**config.mk**
```make
export PLATFORM = sky130hd
export DESIGN_NAME = bgpg_top
export DESIGN_NICKNAME = d
export VERILOG_FILES = /design/src/rtl/bgpg_pkg.sv /design/src/rtl/bgpg_phase_if.sv /design/src/rtl/bgpg_ov_thresh.sv /design/src/rtl/bgpg_phase_gate.sv /design/src/rtl/bgpg_top.sv
export SDC_FILE = /design/constraint.sdc
export NUM_CORES = 1
export LEC_CHECK = 0
export BUFFER_PORTS_ARGS = -buffer_cell sky130_fd_sc_hd__buf_2
export CORE_MARGIN = 2
export CORE_UTILIZATION = 40
export CTS_CLUSTER_DIAMETER = 50
export CTS_CLUSTER_SIZE = 30
export DETAILED_ROUTE_END_ITERATION = 8
export GPL_TIMING_DRIVEN = 0
export SKIP_CTS_REPAIR_TIMING = 1
export SYNTH_ARGS = -nofsm -noshare
export SYNTH_HDL_FRONTEND = slang
export SYNTH_HIERARCHICAL = 1
export SYNTH_SLANG_ARGS = --single-unit
```
**constraint.sdc**
```tcl
create_clock -name clk_in -period 4.4 [get_ports clk_in]
set_input_delay 0.44 -clock clk_in [delete_from_list [all_inputs] [get_ports clk_in]]
set_output_delay 0.44 -clock clk_in [all_outputs]
set_load 0.005 [all_outputs]
```
**src/rtl/bgpg_pkg.sv**
```systemverilog
// Constants shared by the boost gate protection gating block
//
// Summary of operation
// - Limit code zero turns output one off
// - Limit code zero turns output two off
// - Overvoltage threshold is code times temperature-corrected step
// - All-ones limit code is top threshold
// - Output above threshold halts all its gates
// - Gates resume once output falls below threshold
// - Output current limit applies to its phases
// - Sense trip holds gate off until next cycle
// - Slope compensation stays on while current limiting
// - Current threshold is code step minus offset
package bgpg_pkg;

  // ---------------------------------------------------------------
  // Sizes
  // ---------------------------------------------------------------
  localparam int unsigned NUM_OUT  = 2;           // Independent outputs
  localparam int unsigned NUM_PH   = 4;           // Gate drive phases
  localparam int unsigned NUM_LIM  = 4;           // Limit registers
  localparam int unsigned CODE_W   = 8;           // Limit code width
  localparam int unsigned OV_THR_W = 17;          // Overvoltage threshold width
  localparam int unsigned OC_THR_W = 17;          // Current threshold width

  // ---------------------------------------------------------------
  // Register map, seven bit address
  // ---------------------------------------------------------------
  localparam logic [6:0] ADDR_OV1 = 7'h05;        // overvoltage_limit_out1
  localparam logic [6:0] ADDR_OV2 = 7'h06;        // overvoltage_limit_out2
  localparam logic [6:0] ADDR_OC1 = 7'h07;        // peak_current_limit_out1
  localparam logic [6:0] ADDR_OC2 = 7'h08;        // peak_current_limit_out2
  localparam logic [1:0] IDX_OV1  = 2'h0;         // Storage index of first limit
  localparam logic [1:0] IDX_OC1  = 2'h2;         // Storage index of first current cap
  localparam logic [7:0] LIMIT_RST = 8'h00;       // Reset value: everything off
  localparam logic [7:0] READ_NONE = 8'h00;       // Answer for unmapped reads

  // ---------------------------------------------------------------
  // Code meanings
  // ---------------------------------------------------------------
  localparam logic [7:0] CODE_OFF  = 8'h00;       // Output off / no current
  localparam logic [7:0] CODE_FULL = 8'hff;       // Top threshold, 90 V
  localparam logic [7:0] OC_MAX    = 8'h64;       // Highest legal current code

  // ---------------------------------------------------------------
  // Threshold arithmetic
  // ---------------------------------------------------------------
  localparam logic [7:0] TJ_REF = 8'h26;               // Reference junction code 38
  localparam logic signed [17:0] TC_UNITY = 18'sh10000; // 1.0 in 2^-16 units
  localparam logic signed [17:0] TC_GAIN  = 18'sh00016; // 333 ppm in 2^-16 units
  localparam int unsigned OV_FRAC_LSB = 8;             // Product bit of 2^-8 code
  localparam logic signed [16:0] OC_OFFSET = 17'sh02222; // 0.24 V in 1.8V/65536

  // ---------------------------------------------------------------
  // Serial frame
  // ---------------------------------------------------------------
  localparam logic [4:0] SPI_CMD_LAST = 5'h07;    // Count at last command bit
  localparam logic [4:0] SPI_LAST     = 5'h0f;    // Count at last data bit
  localparam logic [4:0] SPI_DONE     = 5'h10;    // Frame complete, extra bits ignored
  localparam int unsigned SPI_WR_BIT  = 7;        // Write flag in command byte

endpackage

```
**src/rtl/bgpg_phase_if.sv**
```systemverilog
// Interface between the core and one phase gating slice
`timescale 1ns/100ps
interface bgpg_phase_if;
  logic pwm;          // Raw drive pulse from regulation loop
  logic cycle_start;  // First clock of a switching cycle
  logic hold;         // Output off, overvoltage or zero current cap
  logic cmp_raw;      // Current sense comparator, unsynchronised
  logic gate;         // Final gate drive, registered

  modport core  (output pwm, output cycle_start, output hold, output cmp_raw, input gate);
  modport phase (input pwm, input cycle_start, input hold, input cmp_raw, output gate);
endinterface

```
**src/rtl/bgpg_ov_thresh.sv**
```systemverilog
// Overvoltage threshold and comparator synchroniser for one output
`timescale 1ns/100ps
module bgpg_ov_thresh (
  input  wire logic                           clk_in,     // Oscillator clock
  input  wire logic                           arst_n_in,  // Async reset, low
  input  wire logic [bgpg_pkg::CODE_W-1:0]    code_in,    // Active limit code
  input  wire logic [7:0]                     tj_in,      // Junction temperature code
  input  wire logic                           cmp_in,     // Output above threshold
  output logic      [bgpg_pkg::OV_THR_W-1:0]  thr_out,    // Threshold, 1/256 code steps
  output logic                                over_out    // Synchronised overvoltage
);

  // ---------------------------------------------------------------
  // Threshold arithmetic
  // ---------------------------------------------------------------
  logic signed [9:0]  tdiff;    // Temperature step from reference
  logic signed [17:0] factor;   // Correction factor, 2^-16 units
  logic signed [26:0] prod;     // Code times factor
  logic [bgpg_pkg::OV_THR_W-1:0] thr_nxt;
  logic [bgpg_pkg::OV_THR_W-1:0] thr_r;
  logic meta_r;                 // First synchroniser stage
  logic sync_r;                 // Second synchroniser stage

  // Factor stays positive over the whole code range, so no clamp is needed
  always_comb begin
    tdiff   = $signed({2'h0, tj_in}) - $signed({2'h0, bgpg_pkg::TJ_REF});
    factor  = bgpg_pkg::TC_UNITY + 18'(bgpg_pkg::TC_GAIN * 18'(tdiff));
    prod    = $signed({19'h0, code_in}) * 27'(factor);
    thr_nxt = prod[bgpg_pkg::OV_FRAC_LSB +: bgpg_pkg::OV_THR_W];
  end

  // ---------------------------------------------------------------
  // Registers
  // ---------------------------------------------------------------
  // Comparator is asynchronous to the drive; two flops keep glitches off the gates
  always_ff @(posedge clk_in or negedge arst_n_in) begin
    if (!arst_n_in) begin
      thr_r  <= '0;
      meta_r <= 1'b0;
      sync_r <= 1'b0;
    end else begin
      thr_r  <= thr_nxt;
      meta_r <= cmp_in;
      sync_r <= meta_r;
    end
  end

  assign thr_out  = thr_r;
  assign over_out = sync_r;

endmodule

```
**src/rtl/bgpg_phase_gate.sv**
```systemverilog
// Gate slice for one phase: current trip latch and final gating
`timescale 1ns/100ps
module bgpg_phase_gate (
  input  wire logic clk_in,     // Oscillator clock
  input  wire logic arst_n_in,  // Async reset, low
  bgpg_phase_if.phase ph        // Signals from and to the core
);

  typedef enum logic {BGPG_ARMED, BGPG_TRIPPED} bgpg_trip_e;

  bgpg_trip_e st_r;       // Trip state within the cycle
  bgpg_trip_e st_nxt;
  logic       meta_r;     // First synchroniser stage
  logic       sync_r;     // Second synchroniser stage
  logic       gate_r;     // Registered gate drive
  logic       gate_nxt;

  // Trip latch; a new cycle re-arms, a synchronised trip ends the pulse
  always_comb begin
    st_nxt = st_r;
    case (st_r)
      BGPG_ARMED: begin
        if (sync_r && !ph.cycle_start) begin
          st_nxt = BGPG_TRIPPED;
        end
      end
      BGPG_TRIPPED: begin
        if (ph.cycle_start) begin
          st_nxt = BGPG_ARMED;
        end
      end
      default: begin
        st_nxt = BGPG_ARMED;
      end
    endcase
    // Trip also blocks the very cycle it is seen, saving one clock of on time
    gate_nxt = ph.pwm && !ph.hold && !sync_r && (st_nxt == BGPG_ARMED);
  end

  // Registers, including the comparator synchroniser
  always_ff @(posedge clk_in or negedge arst_n_in) begin
    if (!arst_n_in) begin
      st_r   <= BGPG_ARMED;
      meta_r <= 1'b0;
      sync_r <= 1'b0;
      gate_r <= 1'b0;
    end else begin
      st_r   <= st_nxt;
      meta_r <= ph.cmp_raw;
      sync_r <= meta_r;
      gate_r <= gate_nxt;
    end
  end

  assign ph.gate = gate_r;

endmodule

```
**src/rtl/bgpg_top.sv**
```systemverilog
// Protection gating top: serial register port, limit shadows, phase gating
`timescale 1ns/100ps
module bgpg_top (
  input  wire logic        clk_in,             // Oscillator clock, 50 MHz
  input  wire logic        arst_n_in,          // Async reset, low
  input  wire logic        spi_sclk_in,        // Serial clock
  input  wire logic        spi_csb_n_in,       // Chip select, low
  input  wire logic        spi_mosi_in,        // Serial data in
  output logic             spi_miso_out,       // Serial data out
  input  wire logic [3:0]  pwm_in,             // Drive pulses from regulation loop
  input  wire logic        cycle_start_in,     // Switching cycle start pulse
  input  wire logic [3:0]  phase_sel_in,       // Phase to output map, 1 = second
  input  wire logic [7:0]  tj_code_in,         // Junction temperature code
  input  wire logic [1:0]  ov_cmp_in,          // Output above threshold
  input  wire logic [3:0]  oc_cmp_in,          // Sense drop reached peak limit
  output logic      [3:0]  gate_out,           // Gate drive per phase
  output logic [1:0][16:0] ov_thr_out,         // Overvoltage thresholds
  output logic [1:0][16:0] oc_thr_out,         // Peak current thresholds, signed
  output logic      [1:0]  ov_hold_out,        // Output held by overvoltage
  output logic      [1:0]  slope_comp_on_out   // Slope compensation active
);

  // ---------------------------------------------------------------
  // Declarations
  // ---------------------------------------------------------------
  localparam int unsigned NP = bgpg_pkg::NUM_PH;   // Phase count
  localparam int unsigned NO = bgpg_pkg::NUM_OUT;  // Output count
  localparam int unsigned NL = bgpg_pkg::NUM_LIM;  // Limit register count

  // Serial shifter state
  logic        sclk_prev_r;   // Serial clock one sample ago
  logic        sclk_prev_nxt;
  logic [4:0]  bit_cnt_r;     // Bits received in this frame
  logic [4:0]  bit_cnt_nxt;
  logic [15:0] shift_in_r;    // Received bits, newest in bit 0
  logic [15:0] shift_in_nxt;
  logic [7:0]  shift_out_r;   // Read data waiting to leave
  logic [7:0]  shift_out_nxt;
  logic        miso_r;        // Registered serial output
  logic        miso_nxt;

  // Limit storage: host-written copy and cycle-aligned active copy
  logic [NL-1:0][7:0] lim_r;
  logic [NL-1:0][7:0] lim_nxt;
  logic [NL-1:0][7:0] act_r;
  logic [NL-1:0][7:0] act_nxt;

  // Per output derived state
  logic [NO-1:0]       out_off;       // Limit code zero
  logic [NO-1:0]       cap_zero;      // Current cap code zero
  logic [NO-1:0]       ov_over;       // Synchronised overvoltage
  logic [NO-1:0][16:0] oc_thr_r;      // Current thresholds
  logic [NO-1:0][16:0] oc_thr_nxt;
  logic [NO-1:0]       slope_on_r;    // Slope compensation enable
  logic [NO-1:0]       slope_on_nxt;

  // Serial decode helpers
  logic       sclk_rise;   // Serial clock rose this sample
  logic       sclk_fall;   // Serial clock fell this sample
  logic [7:0] cmd_byte;    // Command byte as it completes
  logic [7:0] wr_cmd;      // Command byte at the last data bit
  logic [7:0] wr_data;     // Data byte at the last data bit
  logic [2:0] rd_dec;      // Hit and index of the read command
  logic [2:0] wr_dec;      // Hit and index of the write command

  // ---------------------------------------------------------------
  // Address decode
  // ---------------------------------------------------------------
  // Four limits sit on consecutive addresses; anything else misses
  function automatic logic [2:0] lim_decode(input logic [6:0] addr);
    logic hit;
    hit = (addr >= bgpg_pkg::ADDR_OV1) && (addr <= bgpg_pkg::ADDR_OC2);
    return {hit, 2'(addr - bgpg_pkg::ADDR_OV1)};
  endfunction

  // ---------------------------------------------------------------
  // Serial register port
  // ---------------------------------------------------------------
  // Inputs are sampled on the oscillator, so the host serial clock must be
  // well below half the oscillator rate
  always_comb begin
    sclk_prev_nxt = spi_sclk_in;
    bit_cnt_nxt   = bit_cnt_r;
    shift_in_nxt  = shift_in_r;
    shift_out_nxt = shift_out_r;
    miso_nxt      = miso_r;
    lim_nxt       = lim_r;
    sclk_rise     = spi_sclk_in && !sclk_prev_r;
    sclk_fall     = !spi_sclk_in && sclk_prev_r;
    cmd_byte      = {shift_in_r[6:0], spi_mosi_in};
    wr_cmd        = shift_in_r[14:7];
    wr_data       = {shift_in_r[6:0], spi_mosi_in};
    rd_dec        = lim_decode(cmd_byte[6:0]);
    wr_dec        = lim_decode(wr_cmd[6:0]);
    if (spi_csb_n_in) begin
      // Deselected: frame restarts, output parks low
      bit_cnt_nxt = '0;
      miso_nxt    = 1'b0;
    end else if (sclk_rise && (bit_cnt_r != bgpg_pkg::SPI_DONE)) begin
      shift_in_nxt = {shift_in_r[14:0], spi_mosi_in};
      bit_cnt_nxt  = bit_cnt_r + 5'h01;
      if (bit_cnt_r == bgpg_pkg::SPI_CMD_LAST) begin
        // Command complete: fetch read data; unmapped reads give zero
        if (rd_dec[2]) begin
          shift_out_nxt = lim_r[rd_dec[1:0]];
        end else begin
          shift_out_nxt = bgpg_pkg::READ_NONE;
        end
      end
      if ((bit_cnt_r == bgpg_pkg::SPI_LAST) && wr_cmd[bgpg_pkg::SPI_WR_BIT]) begin
        // Writes to unmapped addresses are dropped; codes are stored as sent
        if (wr_dec[2]) begin
          lim_nxt[wr_dec[1:0]] = wr_data;
        end
      end
    end else if (sclk_fall && (bit_cnt_r > bgpg_pkg::SPI_CMD_LAST)
                 && (bit_cnt_r < bgpg_pkg::SPI_DONE)) begin
      // Data phase: next read bit leaves on the falling edge
      miso_nxt      = shift_out_r[7];
      shift_out_nxt = {shift_out_r[6:0], 1'b0};
    end
  end

  // Serial port registers
  always_ff @(posedge clk_in or negedge arst_n_in) begin
    if (!arst_n_in) begin
      sclk_prev_r <= 1'b0;
      bit_cnt_r   <= '0;
      shift_in_r  <= '0;
      shift_out_r <= '0;
      miso_r      <= 1'b0;
      lim_r       <= {NL{bgpg_pkg::LIMIT_RST}};
    end else begin
      sclk_prev_r <= sclk_prev_nxt;
      bit_cnt_r   <= bit_cnt_nxt;
      shift_in_r  <= shift_in_nxt;
      shift_out_r <= shift_out_nxt;
      miso_r      <= miso_nxt;
      lim_r       <= lim_nxt;
    end
  end

  assign spi_miso_out = miso_r;

  // ---------------------------------------------------------------
  // Active limit copy
  // ---------------------------------------------------------------
  // Limits change only at a cycle boundary, so a pulse never sees two
  // different limit codes; a write landing on the boundary is taken too
  always_comb begin
    act_nxt = act_r;
    if (cycle_start_in) begin
      act_nxt = lim_nxt;
    end
  end

  always_ff @(posedge clk_in or negedge arst_n_in) begin
    if (!arst_n_in) begin
      act_r <= {NL{bgpg_pkg::LIMIT_RST}};
    end else begin
      act_r <= act_nxt;
    end
  end

  // ---------------------------------------------------------------
  // Per output protection
  // ---------------------------------------------------------------
  genvar go;
  generate
    for (go = 0; go < NO; go++) begin : g_out
      // Overvoltage threshold and synchronised comparator
      bgpg_ov_thresh u_ov (
        .clk_in    (clk_in),
        .arst_n_in (arst_n_in),
        .code_in   (act_r[bgpg_pkg::IDX_OV1 + 2'(go)]),
        .tj_in     (tj_code_in),
        .cmp_in    (ov_cmp_in[go]),
        .thr_out   (ov_thr_out[go]),
        .over_out  (ov_over[go])
      );
    end
  endgenerate

  // Output off and zero-cap decode, current thresholds, slope enable
  always_comb begin
    for (int o = 0; o < NO; o++) begin
      out_off[o]  = act_r[bgpg_pkg::IDX_OV1 + 2'(o)] == bgpg_pkg::CODE_OFF;
      cap_zero[o] = act_r[bgpg_pkg::IDX_OC1 + 2'(o)] == bgpg_pkg::CODE_OFF;
      // Code times 1.8 V/256 less 0.24 V, kept in 1.8 V/65536 units
      oc_thr_nxt[o] = 17'($signed({1'b0, act_r[bgpg_pkg::IDX_OC1 + 2'(o)], 8'h00})
                          - bgpg_pkg::OC_OFFSET);
      // Slope compensation ignores current trips so the limit stays stable
      slope_on_nxt[o] = !out_off[o];
    end
  end

  always_ff @(posedge clk_in or negedge arst_n_in) begin
    if (!arst_n_in) begin
      oc_thr_r   <= '0;
      slope_on_r <= '0;
    end else begin
      oc_thr_r   <= oc_thr_nxt;
      slope_on_r <= slope_on_nxt;
    end
  end

  assign oc_thr_out        = oc_thr_r;
  assign slope_comp_on_out = slope_on_r;
  assign ov_hold_out       = ov_over;

  // ---------------------------------------------------------------
  // Phase slices
  // ---------------------------------------------------------------
  bgpg_phase_if ph_if [NP] ();

  genvar gp;
  generate
    for (gp = 0; gp < NP; gp++) begin : g_ph
      // Each phase follows the limits of the output it is mapped to
      assign ph_if[gp].pwm         = pwm_in[gp];
      assign ph_if[gp].cycle_start = cycle_start_in;
      assign ph_if[gp].cmp_raw     = oc_cmp_in[gp];
      assign ph_if[gp].hold        = out_off[phase_sel_in[gp]]
                                   || ov_over[phase_sel_in[gp]]
                                   || cap_zero[phase_sel_in[gp]];
      assign gate_out[gp]          = ph_if[gp].gate;

      bgpg_phase_gate u_gate (
        .clk_in    (clk_in),
        .arst_n_in (arst_n_in),
        .ph        (ph_if[gp])
      );
    end
  endgenerate

endmodule
```
# [Word-level counts from Yosys, hierarchy flattened]
# Cells that the tools add are included.
[totals] ff_bits=184 latch_bits=0 ramBits=0 romBits=0 output_inout_bits=77 mem_count=0
[classes] add_sub_neg=7 n_mul=3 n_div=0 n_lt_le_gt_ge=13 eq_ne=5 shift=0 mux=51 n_bitwise=9 n_reduce_logical=56
[op_table] cell="$mux 32" count=4
[op_table] cell="$mul 9x18->25" count=2
[op_table] cell="$mux 8" count=6
[op_table] cell="$sub 16x14->17 const B" count=2
[op_table] cell="$bwmux 32" count=1
[op_table] cell="$logic_not 8->1" count=4
[op_table] cell="$mux 1" count=32
[op_table] cell="$logic_and 1x1->1" count=25
[op_table] cell="$add 18x15->18 const A" count=1
[op_table] cell="$bmux 8 s2" count=1
[op_table] cell="$demux 8 s2" count=1
[op_table] cell="$ge 7x3->1 const B" count=2
[op_table] cell="$le 7x4->1 const B" count=2
[op_table] cell="$mul 5x9->14 const A" count=1
[op_table] cell="$logic_not 1->1" count=13
[op_table] cell="$mux 5" count=2
[op_table] cell="$not 1->1" count=9
[op_table] cell="$sub 8x6->9 const B" count=1
[op_table] cell="$logic_or 1x1->1" count=8
[op_table] cell="$lt 1x2->1 const B" count=4
[op_table] cell="$pmux 1 s2" count=4
[op_table] cell="$lt 2x3->1 const B" count=2
[op_table] cell="$reduce_bool 2->1" count=3
[op_table] cell="$add 5x1->5 const B" count=1
[op_table] cell="other kinds (11)" count=13

# [Longest topological paths before layout]
# Gate-level depths: netlist of run 1.
[logic_depth] depth_word=10 depth_mapped=32 ltp_nobuf=31

# [Modules after synthesis]
# Netlist of run 1, hierarchy kept.
[modules_own_cells] module="bgpg_ov_thresh (g_out[0].u_ov)" instances=1 cells_each=675 area_each_um2=5826.8 seq_area_each_um2=475.5
[modules_own_cells] module="bgpg_ov_thresh (g_out[1].u_ov)" instances=1 cells_each=612 area_each_um2=5451.5 seq_area_each_um2=475.5
[modules_own_cells] module="bgpg_top" instances=1 cells_each=476 area_each_um2=5302.6 seq_area_each_um2=2877.8
[modules_own_cells] module="bgpg_phase_gate" instances=4 cells_each=8 area_each_um2=128.9 seq_area_each_um2=100.1

# [Worst setup path before layout of run 1]
# OpenSTA, ideal clock, no wires.
[synth_timing] kind="input -> register" start="in tj_code_in[1]" end="reg g_out[0].u_ov.thr_r, in the netlist g_out[0].u_ov/thr_out[13]" t_arrival_ns=7.237 slack_ns=-2.986 path_stages=30 path_buffers=0 cell_sequence="ha_1 nor3_4 nor2_1 nor2_1 xor2_1 ha_1 inv_1 fa_1 inv_1 ha_1 nor3_1 o211a_1 o21a_1 o21ai_0 a21oi_1 o21ai_0 fa_1 inv_1 fa_1 fa_1 inv_1 fa_1 inv_1 ha_1 a21oi_1 o21ai_0 o41ai_2 mux2i_1 a41oi_1 o311ai_0"
[synth_via] elab_chain_cells=4
[synth_lines] element="start, declared" line_no="bgpg_top.sv:13" source="input wire logic [7:0] tj_code_in,"
[synth_lines] element="$sub 8x6->9" line_no="bgpg_ov_thresh.sv:26" source="tdiff = $signed({2'h0, tj_in}) - $signed({2'h0, bgpg_pkg::TJ_REF});"
[synth_lines] element="$mul 5x9->14" line_no="bgpg_ov_thresh.sv:27" source="factor = bgpg_pkg::TC_UNITY + 18'(bgpg_pkg::TC_GAIN * 18'(tdiff));"
[synth_lines] element="$add 18x15->18" line_no="bgpg_ov_thresh.sv:27"
[synth_lines] element="$mul 9x18->25" line_no="bgpg_ov_thresh.sv:28" source="prod = $signed({19'h0, code_in}) * 27'(factor);"
[synth_lines] element="net g_out[0].u_ov.prod[21]" line_no="bgpg_ov_thresh.sv:18" source="logic signed [26:0] prod;"
[synth_lines] element="end signal, assigned" line_no="bgpg_ov_thresh.sv:42" source="thr_r <= thr_nxt;"
[synth_lines] element="end, declared" line_no="bgpg_ov_thresh.sv:20" source="logic [bgpg_pkg::OV_THR_W-1:0] thr_r;"
# The timed path passes the listed nets, and every way through them passes these cells.
# A chain may end at the register's enable or synchronous reset.

# [Worst setup path after layout of run 1]
[layout_timing] start="in tj_code_in[2]" end="reg g_out[1].u_ov.thr_r, in the netlist g_out[1].u_ov/thr_out[16]"
[layout_via] elab_chain_cells=4
[layout_lines] element="$sub 8x6->9" line_no="bgpg_ov_thresh.sv:26"
[layout_lines] element="$mul 5x9->14" line_no="bgpg_ov_thresh.sv:27"
[layout_lines] element="$add 18x15->18" line_no="bgpg_ov_thresh.sv:27"
[layout_lines] element="$mul 9x18->25" line_no="bgpg_ov_thresh.sv:28"
[layout_lines] element="net g_out[1].u_ov.prod[24]" line_no="bgpg_ov_thresh.sv:18"
[layout_lines] element="end signal, assigned" line_no="bgpg_ov_thresh.sv:42"
[layout_lines] element="end, declared" line_no="bgpg_ov_thresh.sv:20"
# The timed path passes the listed nets, and every way through them passes these cells.

==> out/metrics.yaml, run 1 <==
run_status:
  status: "finished, violations left"
  violations: "setup timing"
global_routing:
  overflow: 0
  antenna_found_initial: 0
  gr-usage-all-layers_pct: 18.4
  grt_max_degree: 103
  grt_pass1_wl_um: 65500
  grt_pass1_vias: 13000
yosys:
  async_flop_share_pct: 100
  netlist.area_leader.share_pct: 24.7
  ys_seq_area_share_pct: 24.7
  synth_cell_type_count: 94
  yosysTopAreaCell: "dfrtp_1"
  synth_edf_count: 0
  yosys-top-cells-area: "dfrtp_1 25%, fa_1 21%, ha_1 11%"
  synth_seq_cells: 169
  synthFlopType: "dfrtp_1"
  synth_area_sq_mm: 0.0171
  ys_warn_count: 6
  synth.avg_cell_area_sq_um: 9.52
  netlist_instances: 1795
placed_design:
  routabilityCongestion: 0.864
  port_buffers: 99
  dp_slack_ns: -3.25
  dp_hpwl_um: 31000
cells_and_area:
  synthToLayoutAreaGrowth_pct: 22.9
  mostFrequentLayoutCell: "inv_1"
  antennaDiodeCount: 0
  drive_gt1_share_pct: 24.6
  final_nets: 2345
  final_cell_mix: "288 x inv_1, 178 x fa_1, 169 x dfrtp_1, 129 x nand2_1, 112 x ha_1"
sta:
  setup_ws_ns: -2.46
  slew_headroom_pct: 46.5
  finClkSkew_ns: 0.0128
  min_period_ns: 6.86
  fin_crit_sh_pct: 156
  drv_slew: 0
  rsz0062_at_grt: "true"
  fmax_mhz: 146
  setup_viol: 34
  worstMarginPinSlew_ns: 0.798
  hold_viol_final: 0
worst_setup_path:
  critical_path_buf_inv_count: 6
  critPathKind: "input port to flop"
  crit_arrival_ns: 7.22
  end_kind: "flop"
  crit_required_ns: 4.77
  crit_slowest_cell: "fa_1"
  cp_max_fo: 6
  crit_top_cell: "fa_1"
  start_kind: "input port"
  cp_slowest_stage_delay_ns: 0.53
  crit_family: "adder cells"
die:
  dieArea_sq_mm: 0.0444
  die_x_um: 211
  num_rows: 75
  start_util_pct: 40.7
  pin_count: 105
  core_area_sq_mm: 0.0420
  die_h_um: 211
clocking:
  cts_tree: "yes"
  path_clk_slew_ns: 0.06
  clock-sinks: 169
  root_buffer: "clkbuf_16"
  cts_made_buffers: 17
  clk_latency_ns: 0.46
  htree_num_levels: 4
  cts_buffer_depth: 2
route:
  drc: 0
  wl_met1_um: 18600
  postRouteAntennaNets: 0
  dr.pass1.iters: 5
  drt-total-wl_um: 40400
  wl_met3_um: 1270
  drtIter0Drc: 772
  vias: 13059
  wl_per_cell_um: 15.9
  met2_wirelength_um: 19800
  avgViaCountPerCell: 5.14
  top_layer_used: "met4"
min_path:
  hold_path.class: "input port to flop"
run:
  max_cap_violations: 0
==> cells in the mapped netlist (all sizes together) (5+ instances only) <==
cell type	number
dfrtp	169
nand4	30
conb	6
and4	6
o211ai	6
mux4	8
a21o	11
or3	6
o21ai	70
a21oi	43
xor2	28
nor4	5
nor2b	33
fa	180
o31ai	8
nand3	30
nor3	23
inv	314
mux2i	5
a31oi	39
and3	14
buf	34
a211oi	12
a21boi	5
mux2	27
nor2	106
and2	110
a32o	8
xnor2	46
clkbuf	37
o21a	11
nand2b	19
nand2	142
ha	149
==> state kept, by name (all words and copies together) (netlist names) <==
register	count
act_r	32
bit_cnt_r	5
g_out.u_ov/meta_r	2
g_out.u_ov/over_out	2
g_out.u_ov/thr_out	34
g_ph.u_gate/meta_r	4
g_ph.u_gate/ph.gate	4
g_ph.u_gate/st_r	4
g_ph.u_gate/sync_r	4
lim_r	32
oc_thr_out	19
sclk_prev_r	1
shift_in_r	15
shift_out_r	8
slope_comp_on_out	2
spi_miso_out	1
==> stage by stage <==
| step | utilization, % | instance area, sq um | cells | setup TNS, ns | hold slack (ns) |
|---|---|---|---|---|---|
| global placement | 45.2 | 19000 | 2438 | -90.83 | 0.333 |
| finish | 50.0 | 21000 | 2540 | -66.99 | 0.0908 |
| floorplan | - | 17800 | 1800 | -62.94 | 0.144 |
| global route | 50.0 | 21000 | 2540 | -74.60 | 0.0642 |
| CTS | 46.6 | 19600 | 2471 | -77.02 | -0.0434 |
| detailed placement | 45.3 | 19000 | 2439 | -93.24 | 0.335 |
==> routing by layer <==
metal,GRT usage [%],up-vias
met2,30.4,193
li1,-,6205
met5,0,-
met1,25.4,6623
met4,5.59,0
met3,2.30,38
==> cell type report <==
type	instances	area (sq um)
Buffer	69	432
Clock buffer	19	433
Clock inverter	13	115
Fill cell	3911	21000
Inverter	314	1180
Multi-Input combinational cell	1246	12800
Sequential cell	169	4230
Tap cell	539	674
Timing Repair Buffer	171	1160
==> path summary, 6_finish.rpt <==
kind / slack (ns) / end / depth (start not counted) / startpoint
max in group asynchronous: 2.95 / g_out[0].u_ov/thr_out[11] / 3 / arst_n_in
worst min-delay path: 0.09 / g_out[1].u_ov/meta_r / 1 / ov_cmp_in[1]
min in group asynchronous: 0.54 / g_out[1].u_ov/meta_r / 2 / arst_n_in
worst max-delay path: -2.46 / g_out[1].u_ov/thr_out[16] / 31 / tj_code_in[2]
worst max register to register: -0.89 / g_out[1].u_ov/thr_out[7] / 15 / act_r[9]
worst min register to register: 0.35 / g_ph[2].u_gate/sync_r / 0 / g_ph[2].u_gate/meta_r
==> kinds of logic (layout without fill, tap and decap cells) <==
logic type | count (synthesis) | in the layout | share of synthesized area (%)
compound gates | 248 | 248 | 9.84
xor+xnor | 74 | 74 | 3.92
fa+ha+maj | 329 | 329 | 32.0
buf+inv | 385 | 586 | 9.33
flops | 169 | 169 | 24.7
mux | 40 | 40 | 3.32
other cells | 6 | 11 | 0.132
simple gates | 544 | 544 | 16.7
Power of run 1 is left out: the tool's default activity adds up to more than one toggle a clock period on the data nets, which glitch-free logic cannot reach.
==> inputs of run 2 (changes only) <==
==> constraint.sdc (replaced) <==
create_clock -name clk_in -period 4.4 [get_ports clk_in]
set_input_delay 0.22 -clock clk_in [delete_from_list [all_inputs] [get_ports clk_in]]
set_output_delay 0.22 -clock clk_in [all_outputs]
set_load 0.005 [all_outputs]
==> run 2 against run 1 <==
Against the previous run:
- the run still ends with setup timing left
- via count is 0.60% higher
- first-iteration DRC count is 8.0% lower
- design area is 0.33% higher
- highest routed layer unchanged
==> out/metrics.yaml, run 2 (synthesis gave the netlist of run 1 again) <==
cells_and_area:
  final_cell_mix: "288 x inv_1, 178 x fa_1, 169 x dfrtp_1, 129 x nand2_1, 112 x ha_1"  # unchanged
  antennaDiodeCount: 0  # unchanged
  final_nets: 2352  # was 2345
  fill_cells: 3903  # was 3911
  drive_gt1_share_pct: 24.6  # about the same
  mostFrequentLayoutCell: "inv_1"  # unchanged
  largest_reg_flops: 34  # unchanged
  synthToLayoutAreaGrowth_pct: 23.3  # was 22.9%
worst_setup_path:
  end_kind: "flop"  # unchanged
  crit_slowest_cell: "fa_1"  # unchanged
  crit_required_ns: 4.77  # about the same
  crit_arrival_ns: 6.99  # was 7.22 ns
  r2r-start: "act_r[10]"  # was act_r[9]
  cp_max_fo: 6  # unchanged
  start_kind: "input port"  # unchanged
  critPathKind: "input port to flop"  # unchanged
  startpoint: "tj_code_in[2]"  # unchanged
  cp_slowest_stage_delay_ns: 0.53  # about the same
  crit_top_cell: "fa_1"  # unchanged
die:
  die_x_um: 211  # unchanged
  num_rows: 75  # unchanged
  pin_count: 105  # unchanged
  dieArea_sq_mm: 0.0444  # unchanged
  die_h_um: 211  # unchanged
  start_util_pct: 40.7  # unchanged
  core_area_sq_mm: 0.0420  # unchanged
sta:
  setup_ws_ns: -2.23  # was -2.46 ns
  fin_crit_sh_pct: 151  # was 156%
  finClkSkew_ns: 0.0128  # about the same
  setup_viol: 34  # unchanged
  rsz0062_at_grt: "true"  # unchanged
  fmax_mhz: 151  # was 146 MHz
  slew_headroom_pct: 46.5  # about the same
  drv_slew: 0  # unchanged
  worstMarginPinSlew_ns: 0.799  # was 0.798 ns
  min_period_ns: 6.63  # was 6.86 ns
  hold_viol_final: 0  # unchanged
run_status:
  violations: "setup timing"  # unchanged
  status: "finished, violations left"  # unchanged
run:
  max_cap_violations: 0  # unchanged
placed_design:
  port_buffers: 99  # unchanged
  dp_hpwl_um: 31000  # unchanged
  dp_slack_ns: -3.03  # was -3.25 ns
  routabilityCongestion: 0.864  # unchanged
min_path:
  holdCritStartpoint: "spi_csb_n_in"  # was ov_cmp_in[1]
  hold_path.class: "input port to flop"  # unchanged
global_routing:
  grt_max_degree: 103  # unchanged
  overflow: 0  # unchanged
  grt_pass1_wl_um: 65500  # unchanged
  grt_pass1_vias: 13000  # unchanged
  antenna_found_initial: 0  # unchanged
  gr-usage-all-layers_pct: 18.4  # unchanged
route:
  drc: 0  # unchanged
  wl_per_cell_um: 15.9  # about the same
  avgViaCountPerCell: 5.16  # was 5.14
  postRouteAntennaNets: 0  # unchanged
  drt-total-wl_um: 40500  # was 40400 um
  drtIter0Drc: 710  # was 772
  vias: 13137  # was 13059
  dr.pass1.iters: 5  # unchanged
clocking:
  cts_made_buffers: 17  # unchanged
  root_buffer: "clkbuf_16"  # unchanged
  clock-sinks: 169  # unchanged
  clk_latency_ns: 0.46  # about the same
  cts_buffer_depth: 2  # unchanged
  cts_tree: "yes"  # unchanged
  htree_num_levels: 4  # unchanged
  path_clk_slew_ns: 0.07  # was 0.06 ns
## run 2: cell type report
class	count	area [sq um]	share of cell area [%]
Sequential cell	169	4230	20.1
Clock buffer	19	433	2.05
Buffer	69	432	2.05
Multi-Input combinational cell	1246	12800	60.6
Tap cell	539	674	3.20
Clock inverter	13	115	0.546
Timing Repair Buffer	178	1230	5.85
Inverter	314	1180	5.59
## run 2: per-layer routing
layer / vias to the layer above / track usage [%] / wire (um)
met3: 38 / 2.30 / 1270
li1: 6223 / - / -
met5: - / 0 / 0
met4: 0 / 5.59 / 732
met2: 190 / 30.4 / 19900
met1: 6686 / 25.4 / 18600
## run 2: stage by stage
stage	utilization, %	hold slack [ns]	std cells	instance area, sq um	setup TNS, ns
6_report	50.1	0.0261	2547	21100	-59.37
4_1_cts	46.6	-0.263	2471	19600	-69.54
5_1_grt	50.1	0.0167	2547	21100	-67.12
2_1_floorplan	-	-0.0756	1800	17800	-55.46
3_3_place_gp	45.2	0.329	2438	19000	-83.35
3_5_place_dp	45.3	0.227	2439	19000	-85.76
## run 2: critical path, delay by kind of cell
family | cells | cell delay, ns
XOR/XNOR | 4 | 0.76
AO/OA/AOI/OAI | 7 | 1.45
adder cells (fa/ha/maj) | 8 | 2.99
AND/OR/NAND/NOR | 6 | 1.01
buffers and inverters | 6 | 0.55
## run 2: worst paths after layout
check / depth (start not counted) / endpoint / slack (ns)
worst min-delay path: 2 / bit_cnt_r[1] / 0.03
worst min register to register: 0 / g_ph[2].u_gate/sync_r / 0.35
worst max register to register: 15 / g_out[1].u_ov/thr_out[7] / -0.89
worst max-delay path: 31 / g_out[1].u_ov/thr_out[16] / -2.23
min in group asynchronous: 2 / g_out[1].u_ov/meta_r / 0.32
max in group asynchronous: 3 / g_out[0].u_ov/thr_out[11] / 3.18
Power of run 2 is left out for the same reason.
==> inputs of run 3 (changes only) <==
--- a/config.mk
+++ b/config.mk
@@ -12,6 +12,7 @@
 export CTS_CLUSTER_SIZE = 30
 export DETAILED_ROUTE_END_ITERATION = 8
 export GPL_TIMING_DRIVEN = 0
+export PLACE_DENSITY = 0.57
 export SKIP_CTS_REPAIR_TIMING = 1
 export SYNTH_ARGS = -nofsm -noshare
 export SYNTH_HDL_FRONTEND = slang
==> run 3 against run 2 <==
Against the previous run:
- the run still ends with setup timing left
- critical path depth up 1
- worst hold slack got worse by 0.0040 ns
- register-to-register slack improved by 0.04 ns
- sequential share of layout area barely moved
- core utilization increased by 0.057 points
- largest cell class unchanged
- highest routed layer unchanged
- critical endpoint unchanged
- clock skew up 0.0035 ns
- clock-buffer cell count unchanged
- flip-flop and latch count unchanged
- first-iteration DRC count increased by 11%
==> out/metrics.yaml, run 3 (synthesis gave the netlist of run 1 again) <==
route:
  avgViaCountPerCell: 5.13  # was 5.16
  drc: 0  # unchanged
  vias: 13100  # was 13137
  drtIter0Drc: 785  # was 710
  wl_per_cell_um: 15.8  # was 15.9 um
  drt-total-wl_um: 40400  # was 40500 um
  postRouteAntennaNets: 0  # unchanged
  dr.pass1.iters: 6  # was 5
sta:
  whs_ns: 0.0221  # was 0.0261 ns
  fin_crit_sh_pct: 152  # was 151%
  slew_headroom_pct: 48.6  # was 46.5%
  worstMarginPinSlew_ns: 0.768  # was 0.799 ns
  finClkSkew_ns: 0.0163  # was 0.0128 ns
  rsz0062_at_grt: "true"  # unchanged
  min_period_ns: 6.69  # was 6.63 ns
  hold_viol_final: 0  # unchanged
  setup_ws_ns: -2.29  # was -2.23 ns
  drv_slew: 0  # unchanged
  fmax_mhz: 149  # was 151 MHz
  setup_viol: 34  # unchanged
cells_and_area:
  final_cell_mix: "285 x inv_1, 177 x fa_1, 169 x dfrtp_1, 126 x nand2_1, 112 x ha_1"  # was 288 x inv_1, 178 x fa_1, 169 x dfrtp_1, 129 x nand2_1, 112 x ha_1
  antennaDiodeCount: 0  # unchanged
  fin_util_pct: 50.2  # was 50.1%
  largest_reg_flops: 34  # unchanged
  final_nets: 2357  # was 2352
  mostFrequentLayoutCell: "inv_1"  # unchanged
  synthToLayoutAreaGrowth_pct: 23.4  # was 23.3%
  drive_gt1_share_pct: 25.0  # was 24.6%
clocking:
  clock-sinks: 169  # unchanged
  cts_tree: "yes"  # unchanged
  cts_made_buffers: 17  # unchanged
  clk_latency_ns: 0.46  # about the same
  cts_buffer_depth: 2  # unchanged
  path_clk_slew_ns: 0.07  # about the same
  root_buffer: "clkbuf_16"  # unchanged
  htree_num_levels: 4  # unchanged
global_routing:
  grt_pass1_wl_um: 66500  # was 65500 um
  grt_pass1_vias: 13115  # was 13000
  gr-usage-all-layers_pct: 18.8  # was 18.4%
  overflow: 0  # unchanged
  antenna_found_initial: 1  # was 0
  grt_max_degree: 120  # was 103
placed_design:
  routabilityCongestion: 0.891  # was 0.864
  port_buffers: 99  # unchanged
  dp_hpwl_um: 31200  # was 31000 um
min_path:
  hold_path.class: "input port to flop"  # unchanged
  min_path_cells: 2  # unchanged
die:
  die_x_um: 211  # unchanged
  die_h_um: 211  # unchanged
  start_util_pct: 40.7  # unchanged
  num_rows: 75  # unchanged
  dieArea_sq_mm: 0.0444  # unchanged
  core_area_sq_mm: 0.0420  # unchanged
  pin_count: 105  # unchanged
worst_setup_path:
  critPathKind: "input port to flop"  # unchanged
  end_kind: "flop"  # unchanged
  crit_arrival_ns: 7.04  # was 6.99 ns
  crit_slowest_cell: "fa_1"  # unchanged
  cp_max_fo: 8  # was 6
  cp_slowest_stage_delay_ns: 0.53  # about the same
  start_kind: "input port"  # unchanged
  r2r_cells: 15  # unchanged
  crit_required_ns: 4.74  # was 4.77 ns
run:
  max_cap_violations: 0  # unchanged
run_status:
  status: "finished, violations left"  # unchanged
  violations: "setup timing"  # unchanged
## run 3: cell types whose count changed in the layout (fill, tap and decap cells not counted), moves of 3 or more
| cell | before | now |
|---|---|---|
| buf_6 | 10 | 13 |
| inv_1 | 288 | 285 |
| inv_2 | 26 | 29 |
| nand2_1 | 129 | 126 |
| o21ai_2 | 5 | 10 |
## run 3: worst paths after layout
path                                  startpoint                        end  slack, ns
max                                tj_code_in[2]  g_out[1].u_ov/thr_out[16]      -2.29
min                                 spi_csb_n_in               bit_cnt_r[1]       0.02
max reg2reg                             act_r[8]   g_out[1].u_ov/thr_out[9]      -0.85
min reg2reg                g_ph[2].u_gate/meta_r      g_ph[2].u_gate/sync_r       0.34
max in group asynchronous              arst_n_in  g_out[0].u_ov/thr_out[11]       3.18
min in group asynchronous              arst_n_in             oc_thr_out[27]       0.28
## run 3: final cells by class
type                            instances  area, sq um
Fill cell                            3904        20900
Multi-Input combinational cell       1246        12700
Sequential cell                       169         4230
Timing Repair Buffer                  182         1260
Inverter                              314         1180
Tap cell                              539          674
Clock buffer                           19          453
Buffer                                 70          435
Clock inverter                         13          133
## run 3: per-stage QoR
stage | setup WS (ns) | instances | cell area (sq um) | setup TNS, ns
after CTS | -2.50 | 2471 | 19600 | -69.74
after global routing | -2.53 | 2552 | 21100 | -67.43
after detailed placement | -3.01 | 2439 | 19000 | -86.38
after floorplan | -2.08 | 1800 | 17800 | -55.46
final | -2.29 | 2552 | 21100 | -59.56
after global placement | -2.94 | 2438 | 19000 | -83.49
## run 3: critical path, delay by kind of cell
kind,cells,cell delay [ns]
XOR/XNOR,2,0.27
buffers and inverters,8,0.58
AO/OA/AOI/OAI,9,1.92
AND/OR/NAND/NOR,4,0.57
adder cells (fa/ha/maj),9,3.45
## run 3: per-layer routing
layer | global-route usage, % | wire length, um | up-vias
met4 | 5.42 | 765 | 0
met1 | 26.0 | 18700 | 6602
met3 | 2.38 | 1420 | 52
met5 | 0 | 0 | -
met2 | 31.0 | 19600 | 217
li1 | - | - | 6229
Power of run 3 is left out for the same reason.
